[src/core/host_port_pkg.sv]
/*
 * constants and types for the processor port and reset block.
 * assumes a single system clock; all pins arrive asynchronously.
 */
package host_port_pkg;

   // ***************************************************************
   // widths and register indices
   // ***************************************************************
   localparam int DATA_W = 8;
   localparam int SEL_W = 4;
   localparam int REG_COUNT = 16;
   localparam int PIN_W = 17;

   localparam logic [3:0] IDX_PORT_B_OUT = 4'h0;
   localparam logic [3:0] IDX_PORT_A_OUT = 4'h1;
   localparam logic [3:0] IDX_PORT_B_DIR = 4'h2;
   localparam logic [3:0] IDX_PORT_A_DIR = 4'h3;
   localparam logic [3:0] IDX_TIMER1_FIRST = 4'h4;
   localparam logic [3:0] IDX_TIMER1_LAST = 4'h7;
   localparam logic [3:0] IDX_TIMER2_FIRST = 4'h8;
   localparam logic [3:0] IDX_TIMER2_LAST = 4'h9;
   localparam logic [3:0] IDX_SHIFT = 4'hA;
   localparam logic [3:0] IDX_IRQ_FLAG = 4'hD;
   localparam logic [3:0] IDX_IRQ_ENABLE = 4'hE;

   // ***************************************************************
   // reset values
   // ***************************************************************
   localparam logic [7:0] REG_RESET = 8'h00;
   localparam logic [6:0] IRQ_SRC_MASK = 7'h7F;

   // ***************************************************************
   // positions in the synchronised pin vector
   // ***************************************************************
   localparam int POS_DATA = 0;
   localparam int POS_SEL = 8;
   localparam int POS_RW = 12;
   localparam int POS_SEL_LOW = 13;
   localparam int POS_SEL_HIGH = 14;
   localparam int POS_PHASE = 15;
   localparam int POS_RESET_LOW = 16;

   // one access as latched at the rising phase-two edge
   typedef struct packed {
      logic read;
      logic selected;
      logic [SEL_W-1:0] index;
   } bus_req_t;

   // transfer state, one-hot
   typedef enum logic [2:0] {
      ST_IDLE = 3'b001,
      ST_READ = 3'b010,
      ST_WRITE = 3'b100
   } xfer_state_t;

endpackage : host_port_pkg

[src/core/processor_port_and_reset.sv]
/*
 * processor-side register port and reset behaviour of a parallel
 * interface adapter: sixteen byte registers, chip selects, read/write,
 * transfers paced by the phase-two clock pin.
 * assumes all pins are asynchronous to sys_clk_in (40 MHz) and that
 * the phase-two clock runs well below a quarter of that rate.
 */
// Overview of operation
// - reset zeroes registers except timers and shift
// - reset floats every peripheral and data bus pin
// - reset halts timers, shifter and interrupt logic
// - reset overrides every input pin value
// - four select lines pick one of sixteen
// - selected read drives addressed register onto bus
// - selected write stores bus into addressed register
// - access only when high select one, low zero
// - bus released whenever device is not selected
// - transfers are paced by phase-two clock
`timescale 1ns/1ps
`default_nettype none
module processor_port_and_reset
   import host_port_pkg::*;
(
   input wire logic sys_clk_in,
   input wire logic rst_in,
   input wire logic reset_low_input_in,
   input wire logic phase_two_clock_in,
   input wire logic select_high_input_in,
   input wire logic select_low_input_in,
   input wire logic read_write_line_in,
   input wire logic [SEL_W-1:0] register_select_lines_in,
   input wire logic [DATA_W-1:0] data_bus_lines_in,
   output logic [DATA_W-1:0] data_bus_lines_out,
   output logic data_bus_lines_oe_out,
   output logic [DATA_W-1:0] port_a_out,
   output logic [DATA_W-1:0] port_a_oe_out,
   output logic [DATA_W-1:0] port_b_out,
   output logic [DATA_W-1:0] port_b_oe_out,
   output logic timers_run_out,
   output logic shift_run_out,
   output logic irq_low_out
);

   // ***************************************************************
   // pin synchronisation
   // ***************************************************************
   logic [PIN_W-1:0] pins_raw;
   logic [PIN_W-1:0] pins_f;

   assign pins_raw = {reset_low_input_in, phase_two_clock_in,
                      select_high_input_in, select_low_input_in,
                      read_write_line_in, register_select_lines_in,
                      data_bus_lines_in};

   pin_filter #(.W(PIN_W)) u_filter (
      .clk_in(sys_clk_in),
      .rst_in(rst_in),
      .pin_in(pins_raw),
      .level_out(pins_f)
   );

   // ***************************************************************
   // reset condition and input gating
   // ***************************************************************
   wire pin_reset = ~pins_f[POS_RESET_LOW];
   wire run = ~pin_reset;
   // reset forces every gated input inactive
   wire phase_g = pins_f[POS_PHASE] & run;
   wire sel_high_g = pins_f[POS_SEL_HIGH] & run;
   wire sel_low_g = pins_f[POS_SEL_LOW] | pin_reset;
   wire rw_g = pins_f[POS_RW] & run;
   wire [SEL_W-1:0] index_g = pins_f[POS_SEL+:SEL_W] & {SEL_W{run}};
   wire [DATA_W-1:0] data_g = pins_f[POS_DATA+:DATA_W] & {DATA_W{run}};
   // both selects must be active at once
   wire chip_sel = sel_high_g & ~sel_low_g;

   // ***************************************************************
   // phase-two edges
   // ***************************************************************
   logic phase_q;
   wire phase_rise = phase_g & ~phase_q;
   wire phase_fall = ~phase_g & phase_q;

   always_ff @(posedge sys_clk_in or posedge rst_in)
   begin
      if (rst_in)
         phase_q <= 1'b0;
      else
         phase_q <= phase_g;
   end

   // ***************************************************************
   // transfer state machine
   // ***************************************************************
   xfer_state_t state_q;
   xfer_state_t state_d;
   bus_req_t req_q;
   bus_req_t req_now;
   logic [DATA_W-1:0] wdata_q;

   // selects and direction are sampled together at the rising edge,
   // relying on the processor having set the selects first
   assign req_now = '{read: rw_g, selected: chip_sel, index: index_g};

   always_comb
   begin
      state_d = state_q;
      case (state_q)
         ST_IDLE:
         begin
            if (phase_rise && req_now.selected)
               state_d = req_now.read ? ST_READ : ST_WRITE;
         end
         ST_READ, ST_WRITE:
         begin
            if (phase_fall || !chip_sel)
               state_d = ST_IDLE;
         end
         default:
            state_d = ST_IDLE;
      endcase
   end

   // state, latched request and held write data
   always_ff @(posedge sys_clk_in or posedge rst_in)
   begin
      if (rst_in)
      begin
         state_q <= ST_IDLE;
         req_q <= '0;
         wdata_q <= REG_RESET;
      end
      else
      begin
         state_q <= state_d;
         if (phase_rise)
            req_q <= req_now;
         if (phase_g)
            wdata_q <= data_g; // last value seen while phase two high
      end
   end

   // ***************************************************************
   // register decode
   // ***************************************************************
   // write strobe fires on the falling edge ending a write
   wire write_fire = (state_q == ST_WRITE) && phase_fall && chip_sel
                     && req_q.selected && !req_q.read;
   logic [REG_COUNT-1:0] hit;
   assign hit = REG_COUNT'(1) << req_q.index; // one of sixteen

   // timer counters, latches and shift register survive pin reset
   function automatic logic keeps_on_reset(input logic [3:0] idx);
      keeps_on_reset = ((idx >= IDX_TIMER1_FIRST) &&
                        (idx <= IDX_TIMER2_LAST)) ||
                       (idx == IDX_SHIFT);
   endfunction : keeps_on_reset

   // ***************************************************************
   // register array
   // ***************************************************************
   logic [DATA_W-1:0] regs_q [REG_COUNT];

   genvar r;
   generate
      for (r = 0; r < REG_COUNT; r++)
      begin : g_reg
         localparam logic [3:0] IDX = 4'(r);
         localparam logic KEEP = keeps_on_reset(IDX);
         // pin reset clears all but the timer and shift entries
         always_ff @(posedge sys_clk_in or posedge rst_in)
         begin
            if (rst_in)
               regs_q[r] <= REG_RESET;
            else if (pin_reset && !KEEP)
               regs_q[r] <= REG_RESET;
            else if (write_fire && hit[r])
               regs_q[r] <= wdata_q;
         end
      end
   endgenerate

   // ***************************************************************
   // read data path
   // ***************************************************************
   logic [DATA_W-1:0] rdata_q;

   // addressed register latched at the rising edge of a read
   always_ff @(posedge sys_clk_in or posedge rst_in)
   begin
      if (rst_in)
         rdata_q <= REG_RESET;
      else if (phase_rise && req_now.selected && req_now.read)
         rdata_q <= regs_q[req_now.index];
   end

   // drive only while a selected read is under way
   assign data_bus_lines_out = rdata_q;
   assign data_bus_lines_oe_out = (state_q == ST_READ) && req_q.read
                                  && chip_sel && phase_g;

   // ***************************************************************
   // peripheral side and engine enables
   // ***************************************************************
   // all peripheral pins are inputs while reset holds
   assign port_a_out = regs_q[IDX_PORT_A_OUT];
   assign port_b_out = regs_q[IDX_PORT_B_OUT];
   assign port_a_oe_out = regs_q[IDX_PORT_A_DIR] & {DATA_W{run}};
   assign port_b_oe_out = regs_q[IDX_PORT_B_DIR] & {DATA_W{run}};

   // timers, shifter and interrupt request held off in reset
   wire [6:0] irq_src = regs_q[IDX_IRQ_FLAG][6:0] &
                        regs_q[IDX_IRQ_ENABLE][6:0] & IRQ_SRC_MASK;
   assign timers_run_out = run;
   assign shift_run_out = run;
   assign irq_low_out = ~(run & (|irq_src));

endmodule : processor_port_and_reset
`default_nettype wire

[src/core/pin_filter.sv]
/*
 * three-flop synchroniser with agreement filter, one lane per bit.
 * assumes pins are asynchronous to clk_in.
 */
`timescale 1ns/1ps
`default_nettype none
module pin_filter
#(
   parameter int W = 1
)
(
   input wire logic clk_in,
   input wire logic rst_in,
   input wire logic [W-1:0] pin_in,
   output logic [W-1:0] level_out
);

   // ***************************************************************
   // per bit: three stages, level moves when stages two and three agree
   // ***************************************************************
   genvar b;
   generate
      for (b = 0; b < W; b++)
      begin : g_lane
         logic s1_q;
         logic s2_q;
         logic s3_q;
         logic lvl_q;
         wire agree = (s2_q == s3_q);
         // stage one feeds stage two only
         always_ff @(posedge clk_in or posedge rst_in)
         begin
            if (rst_in)
            begin
               s1_q <= 1'b0;
               s2_q <= 1'b0;
               s3_q <= 1'b0;
               lvl_q <= 1'b0;
            end
            else
            begin
               s1_q <= pin_in[b];
               s2_q <= s1_q;
               s3_q <= s2_q;
               if (agree)
                  lvl_q <= s3_q;
            end
         end
         assign level_out[b] = lvl_q;
      end
   endgenerate

endmodule : pin_filter
`default_nettype wire

[config.mk]
export PLATFORM = sky130hd
export DESIGN_NAME = processor_port_and_reset
export DESIGN_NICKNAME = d
export VERILOG_FILES = /design/src/core/host_port_pkg.sv /design/src/core/processor_port_and_reset.sv /design/src/core/pin_filter.sv
export SDC_FILE = /design/constraint.sdc
export NUM_CORES = 1
export LEC_CHECK = 0
export BUFFER_PORTS_ARGS = -buffer_cell sky130_fd_sc_hd__buf_2
export CORE_AREA = 5 5 169 171
export CTS_CLUSTER_DIAMETER = 150
export CTS_CLUSTER_SIZE = 16
export DETAILED_ROUTE_END_ITERATION = 7
export DIE_AREA = 0 0 174 176
export RECOVER_POWER = 25
export SLEW_MARGIN = 10
export SYNTH_ARGS = -nofsm -noshare
export SYNTH_HDL_FRONTEND = slang
export SYNTH_SLANG_ARGS = --single-unit
export TNS_END_PERCENT = 100
[constraint.sdc]
create_clock -name sys_clk_in -period 7.1 [get_ports sys_clk_in]
set_input_delay 0.355 -clock sys_clk_in [delete_from_list [all_inputs] [get_ports sys_clk_in]]
set_output_delay 0.355 -clock sys_clk_in [all_outputs]
set_load 0.01 [all_outputs]
==> results.sh, run 1 <==
export IMPL_grt_remaining_overflow=0
export IMPL_outcome="finished, violations left"
export IMPL_synth_seq_area_share=0.5722
export IMPL_routed_via_count=6208
export IMPL_placementRows=60
export IMPL_die_y_um=176
export IMPL_peakVddDrop_v=0.0001257
export IMPL_post_route_period_util=0.4985
export IMPL_port_buffers=62
export IMPL_tightest_slew_ns=4.371
export IMPL_layout_commonest_cell="dfrtp_1"
export IMPL_cts_setup_buffers=0
export IMPL_skew_ns=0.01325
export IMPL_path_delay_family="simple AND/OR/NAND/NOR gates"
export IMPL_die_w_um=174
export IMPL_crit_buf_inv=2
export IMPL_cts_tree="done"
export IMPL_final_util=0.4033
export IMPL_power_leakage_nw=4.784
export IMPL_fmax_ghz=0.2825
export IMPL_path_cells="buf_4, nand2_1, nor4b_1, and3_1, buf_2"
export IMPL_syn_area_per_cell_um2=12.37
export IMPL_final_layout_size_suffix_gt1_frac=0.2367
export IMPL_max_slew_margin=-1.930
export IMPL_io_pins=63
export IMPL_max_stage_delay_ns=0.92
export IMPL_crit_arrival_ns=3.18
export IMPL_htreeDepth=1
export IMPL_cp_depth=5
export IMPL_core_area_mm2=0.02673
export IMPL_dpl_worst_slack_ns=3.816
export IMPL_finalHoldViolCount=0
export IMPL_synth_nets=804
export IMPL_drc_errors=0
export IMPL_n_antenna_cell=0
export IMPL_via_per_inst=5.329
export IMPL_syn_instance_count=785
export IMPL_rsz0062_at_grt="false"
export IMPL_drtPass1Iterations=5
export IMPL_cts_sinks=222
export IMPL_critPathRequiredTime_ns=6.74
export IMPL_startpoint_type="flip-flop"
export IMPL_clk_pin_slew_ns=0.07
export IMPL_setup_tns_ns=0
export IMPL_postRouteWirelength_um=22860
export IMPL_ys_seq_elements=222
export IMPL_slowest_stage="dfrtp_2"
export IMPL_clockRootBuffer="clkbuf_16"
export IMPL_final_cell_mix="219 x dfrtp_1, 78 x o21ai_0, 72 x nand2_1"
export IMPL_ys_async_sr_fraction=1.000
export IMPL_synth_area_mm2=0.009711
export IMPL_path_class="reg2out"
export IMPL_ctsHoldBuffers=17
export IMPL_antenna_found_initial=0
export IMPL_numCtsBuffers=17
export IMPL_initial_core_util=0.3633
export IMPL_ctsResizeCount=0
export IMPL_grt_use_total=0.1495
export IMPL_reg2regPathDepth=6
export IMPL_place_gp_congestion=0.8267
export IMPL_ant_nets=0
export IMPL_syn2layout_area_growth_pct=11.00
export IMPL_wl_per_cell_um=19.62
export IMPL_grt_pass1_wl_um=36810
export IMPL_grt_pass1_vias=6228
export IMPL_ys_types=55
export IMPL_dp_final_hpwl_um=14320
export IMPL_crit_path_max_fanout=63
export IMPL_die_area_mm2=0.03062
export IMPL_yosys_warnings=0
export IMPL_violations="max-capacitance violations, max-slew violations"
export IMPL_nets=842
export IMPL_layout_setup_ws_ns=3.561
export IMPL_max_cap_violations=1
export IMPL_end_kind="primary output"
export IMPL_holdPathStages=0
export IMPL_grt_max_degree=103
export IMPL_synth_edff_count=0
export IMPL_synth_ff_type="dfrtp_1"
export IMPL_max_clock_path_buffers=3
export IMPL_clk_latency_ns=0.48
export IMPL_period_minus_slack_ns=3.539
export IMPL_drt_initial_drc_count=512
export IMPL_hp_class="reg2reg"
export IMPL_cellPowerDensity_mw_per_mm2=247.7
export IMPL_finalSetupViolCount=0
export IMPL_maxSlewViolCount=103
-- worst register-to-register path: stages, from the launching register on --
cell	delay, ns
dfrtp_2	0.92
buf_4	0.64
nand2_1	0.47
or2_2	0.49
or3b_1	0.42
a2bb2oi_1	0.14
nor3_1	0.12
-- per-stage QoR --
| stage | power, W | cells | hold slack [ns] | cell area, µm² |
|---|---|---|---|---|
| after CTS | 0.002711 | 1165 | 0.02137 | 10790 |
| final | 0.002670 | 1165 | 0.3473 | 10780 |
| after global routing | 0.002794 | 1165 | 0.3521 | 10780 |
| after floorplan | 0.001667 | 785 | 0.3312 | 9711 |
| after global placement | 0.001824 | 1128 | 0.3320 | 10170 |
| after detailed placement | 0.001829 | 1128 | 0.3347 | 10170 |
-- routing by layer --
| layer | vias to the layer above | part of all wire | global-route usage |
|---|---|---|---|
| li1 | 2826 | - | - |
| met1 | 3206 | 0.47 | 0.2199 |
| met2 | 146 | 0.45 | 0.2290 |
| met3 | 30 | 0.058 | 0.02976 |
| met4 | 0 | 0.022 | 0.03596 |
| met5 | - | 0 | 0 |
-- power breakdown --
| group | total (W) | switching [W] | internal, W |
|---|---|---|---|
| Clock | 0.000860 | 0.000419 | 0.000441 |
| Sequential | 0.00150 | 0.000165 | 0.00133 |
| Combinational | 0.000312 | 0.000186 | 0.000126 |
-- final timing paths --
path	from	to	slack (ns)
max in group asynchronous	rst_in	u_filter.g_lane[11].s2_q	3.69
worst max-delay path	u_filter.g_lane[16].lvl_q	data_bus_lines_oe_out	3.56
min in group asynchronous	rst_in	u_filter.g_lane[2].s1_q	1.20
worst max register to register	u_filter.g_lane[16].lvl_q	state_q[2]	3.81
worst min register to register	u_filter.g_lane[15].s1_q	u_filter.g_lane[15].s2_q	0.35
worst min-delay path	u_filter.g_lane[15].s1_q	u_filter.g_lane[15].s2_q	0.35
-- cells in the mapped netlist (3+ instances only) --
cell / n / area share
a21boi_0: 52 / 0.040
a21oi_1: 4 / 0.0021
a221oi_1: 7 / 0.0063
a31oi_1: 4 / 0.0026
and2_1: 19 / 0.012
buf_2: 12 / 0.0062
buf_4: 22 / 0.017
clkbuf_1: 34 / 0.013
dfrtp_1: 221 / 0.57
inv_1: 3 / 0.0012
maj3_1: 17 / 0.018
mux2_2: 68 / 0.079
mux2i_1: 36 / 0.037
mux4_2: 15 / 0.035
nand2_1: 72 / 0.028
nand2b_1: 5 / 0.0032
nand3b_1: 8 / 0.0062
nor2_1: 24 / 0.0093
nor2_2: 5 / 0.0032
nor2b_1: 23 / 0.015
nor3_1: 4 / 0.0021
nor3_4: 3 / 0.0050
o211ai_1: 4 / 0.0031
o21ai_0: 78 / 0.040
o221ai_1: 4 / 0.0036
-- cell families after synthesis --
kind of cell | Yosys count | synth area share
adder cells (fa/ha/maj) | 17 | 0.01752
AND/OR/NAND/NOR | 183 | 0.1053
flip-flops | 222 | 0.5722
AO/OA/AOI/OAI | 171 | 0.1154
XOR/XNOR | 1 | 0.0009021
buffers and inverters | 72 | 0.03788
multiplexers | 119 | 0.1508
-- flip-flops by register name, summed over array words and instances, names as in the netlist, 8 cells and up --
| register | cells |
|---|---|
| regs_q | 112 |
| u_filter.g_lane.s1_q | 17 |
| u_filter.g_lane.s3_q | 17 |
| port_b_out | 8 |
| port_a_out | 8 |
| wdata_q | 8 |
| u_filter.g_lane.s2_q | 17 |
| data_bus_lines_out | 8 |
| u_filter.g_lane.lvl_q | 17 |
-- layout make-up --
class	instances	area [µm²]
inverters	3	12.51
well taps	341	426.7
repair buffers	88	548.0
clock buffers	20	446.7
flip-flops and latches	222	5559
fillers	2538	15950
multi-input cells	491	3786
No activity file was read; power rests on OpenSTA's default activity.
==> inputs of run 2 (changes only) <==
==> constraint.sdc (replaced) <==
create_clock -name sys_clk_in -period 2.9 [get_ports sys_clk_in]
set_input_delay 0.145 -clock sys_clk_in [delete_from_list [all_inputs] [get_ports sys_clk_in]]
set_output_delay 0.145 -clock sys_clk_in [all_outputs]
set_load 0.01 [all_outputs]
==> run 2 against run 1 <==
The run still ends with max-capacitance violations, max-slew violations left. Routed wire length up 2.0%. Final area up 0.86%. Cell count up 1.2%. Non-clock buffer count up 9. Worst setup slack worse by 3.2 ns. Critical path depth down 1. Sequential share of layout area down 0.44 points. Global-route usage up 0.29 points. Sequential cell count unchanged. Sequential power up 140%. Highest routed layer unchanged.
==> results.sh, run 2 (synthesis results as in run 1) <==
export IMPL_outcome="finished, violations left"
export IMPL_violations="max-capacitance violations, max-slew violations"
export IMPL_ff_latch_area_mm2=0.005559
export IMPL_path_class="reg2out"
export IMPL_max_cap_violations=1
export IMPL_place_gp_congestion=0.8208
export IMPL_crit_start="u_filter.g_lane[16].lvl_q"
export IMPL_grt_remaining_overflow=0
export IMPL_final_cell_area_mm2=0.01087
export IMPL_nets=851
export IMPL_drc_errors=0
export IMPL_grt_use_total=0.1523
export IMPL_cts_tree="done"
export IMPL_clockRootBuffer="clkbuf_16"
export IMPL_finalSetupViolCount=0
export IMPL_die_y_um=176
export IMPL_postRouteWirelength_um=23330
export IMPL_final_util=0.4068
export IMPL_final_layout_size_suffix_gt1_frac=0.2422
export IMPL_clk_pin_slew_ns=0.07
export IMPL_fmax_ghz=0.3982
export IMPL_via_per_inst=5.316
export IMPL_top_register="regs_q"
export IMPL_ant_nets=0
export IMPL_grt_pass1_wl_um=37650
export IMPL_antenna_found_initial=0
export IMPL_core_area_mm2=0.02673
export IMPL_finalHoldViolCount=0
export IMPL_ctsHoldBuffers=18
export IMPL_peakVddDrop_v=0.0003634
export IMPL_reg2regPathDepth=5
export IMPL_hp_class="in2async"
export IMPL_rsz0062_at_grt="false"
export IMPL_post_route_period_util=0.8660
export IMPL_cts_setup_buffers=0
export IMPL_power_w=0.006669
export IMPL_max_slew_margin=-0.02899
export IMPL_fill_cells=2599
export IMPL_layout_setup_ws_ns=0.3887
export IMPL_final_cell_mix="219 x dfrtp_1, 78 x o21ai_0, 72 x nand2_1"
export IMPL_hold_slack_ns=0.1248
export IMPL_critPathRequiredTime_ns=2.76
export IMPL_htreeDepth=1
export IMPL_max_clock_path_buffers=3
export IMPL_tightest_slew_ns=1.543
export IMPL_placed_area_mm2=0.01025
export IMPL_cts_sinks=222
export IMPL_end_kind="primary output"
export IMPL_routed_via_count=6267
export IMPL_numCtsBuffers=17
export IMPL_port_buffers=62
export IMPL_dp_final_hpwl_um=14890
export IMPL_power_leakage_nw=4.833
export IMPL_die_w_um=174
export IMPL_period_minus_slack_ns=2.511
export IMPL_skew_ns=0.01040
export IMPL_largest_reg_flops=112
export IMPL_wl_per_cell_um=19.79
export IMPL_initial_core_util=0.3633
export IMPL_layout_commonest_cell="dfrtp_1"
export IMPL_io_pins=63
export IMPL_drt_initial_drc_count=579
export IMPL_crit_path_max_fanout=57
export IMPL_placementRows=60
export IMPL_multi_input_area_mm2=0.003786
export IMPL_die_area_mm2=0.03062
export IMPL_dpl_worst_slack_ns=0.6166
export IMPL_n_antenna_cell=0
export IMPL_r2r_start="u_filter.g_lane[8].lvl_q"
export IMPL_ctsResizeCount=0
export IMPL_drtPass1Iterations=6
export IMPL_syn2layout_area_growth_pct=11.96
export IMPL_cellPowerDensity_mw_per_mm2=613.4
export IMPL_crit_arrival_ns=2.37
export IMPL_grt_pass1_vias=6421
export IMPL_clk_latency_ns=0.49
export IMPL_startpoint_type="flip-flop"
export IMPL_grt_max_degree=113
export IMPL_maxSlewViolCount=113
[run 2: cell types whose count changed in the layout (fill, tap and decap cells not counted), sizes merged]
cell	previous run	this run
clkbuf	20	27
buf	71	76
dlygate4sd3	17	18
inv	2	3
[run 2: area by class of cell]
type	instances	share of cell area
clock buffers	24	0.04247
clock inverters	1	0.0008056
repair buffers	97	0.05674
inverters	3	0.001151
flip-flops and latches	222	0.5113
well taps	341	0.03924
multi-input cells	491	0.3483
[run 2: through the flow]
step                      TNS, ns  instances
after floorplan            -30.99        785
after global placement          0       1136
after detailed placement        0       1136
after CTS                       0       1179
after global routing            0       1179
final                           0       1179
[run 2: metal layers]
metal  track usage  routed length [µm]  vias up
li1              -                   -     2849
met4       0.04289                 712        0
met1        0.2258               10960     3177
met3       0.02505                1121       48
met2        0.2325               10540      193
met5             0                   0        -
[run 2: worst max-delay path, stage by stage, from the launching register on]
cell,delay (ns)
dfrtp_2,0.48
buf_4,0.51
buf_4,0.52
and2_1,0.20
buf_2,0.12
[run 2: power breakdown]
part	internal (W)	leakage (nW)	total [W]	switching, W
clock network	0.00111	0.228	0.00220	0.00109
registers	0.00326	2.90	0.00366	0.000397
logic	0.000330	1.71	0.000814	0.000485
[run 2: final timing paths]
check	end	slack, ns
hold / removal	u_filter.g_lane[2].s1_q	0.12
setup / recovery	port_b_oe_out[3]	0.39
min in group sys_clk_in	u_filter.g_lane[0].s1_q	0.28
setup reg to reg	data_bus_lines_out[1]	0.62
max in group asynchronous	u_filter.g_lane[8].lvl_q	0.89
hold reg to reg	u_filter.g_lane[16].s2_q	0.35
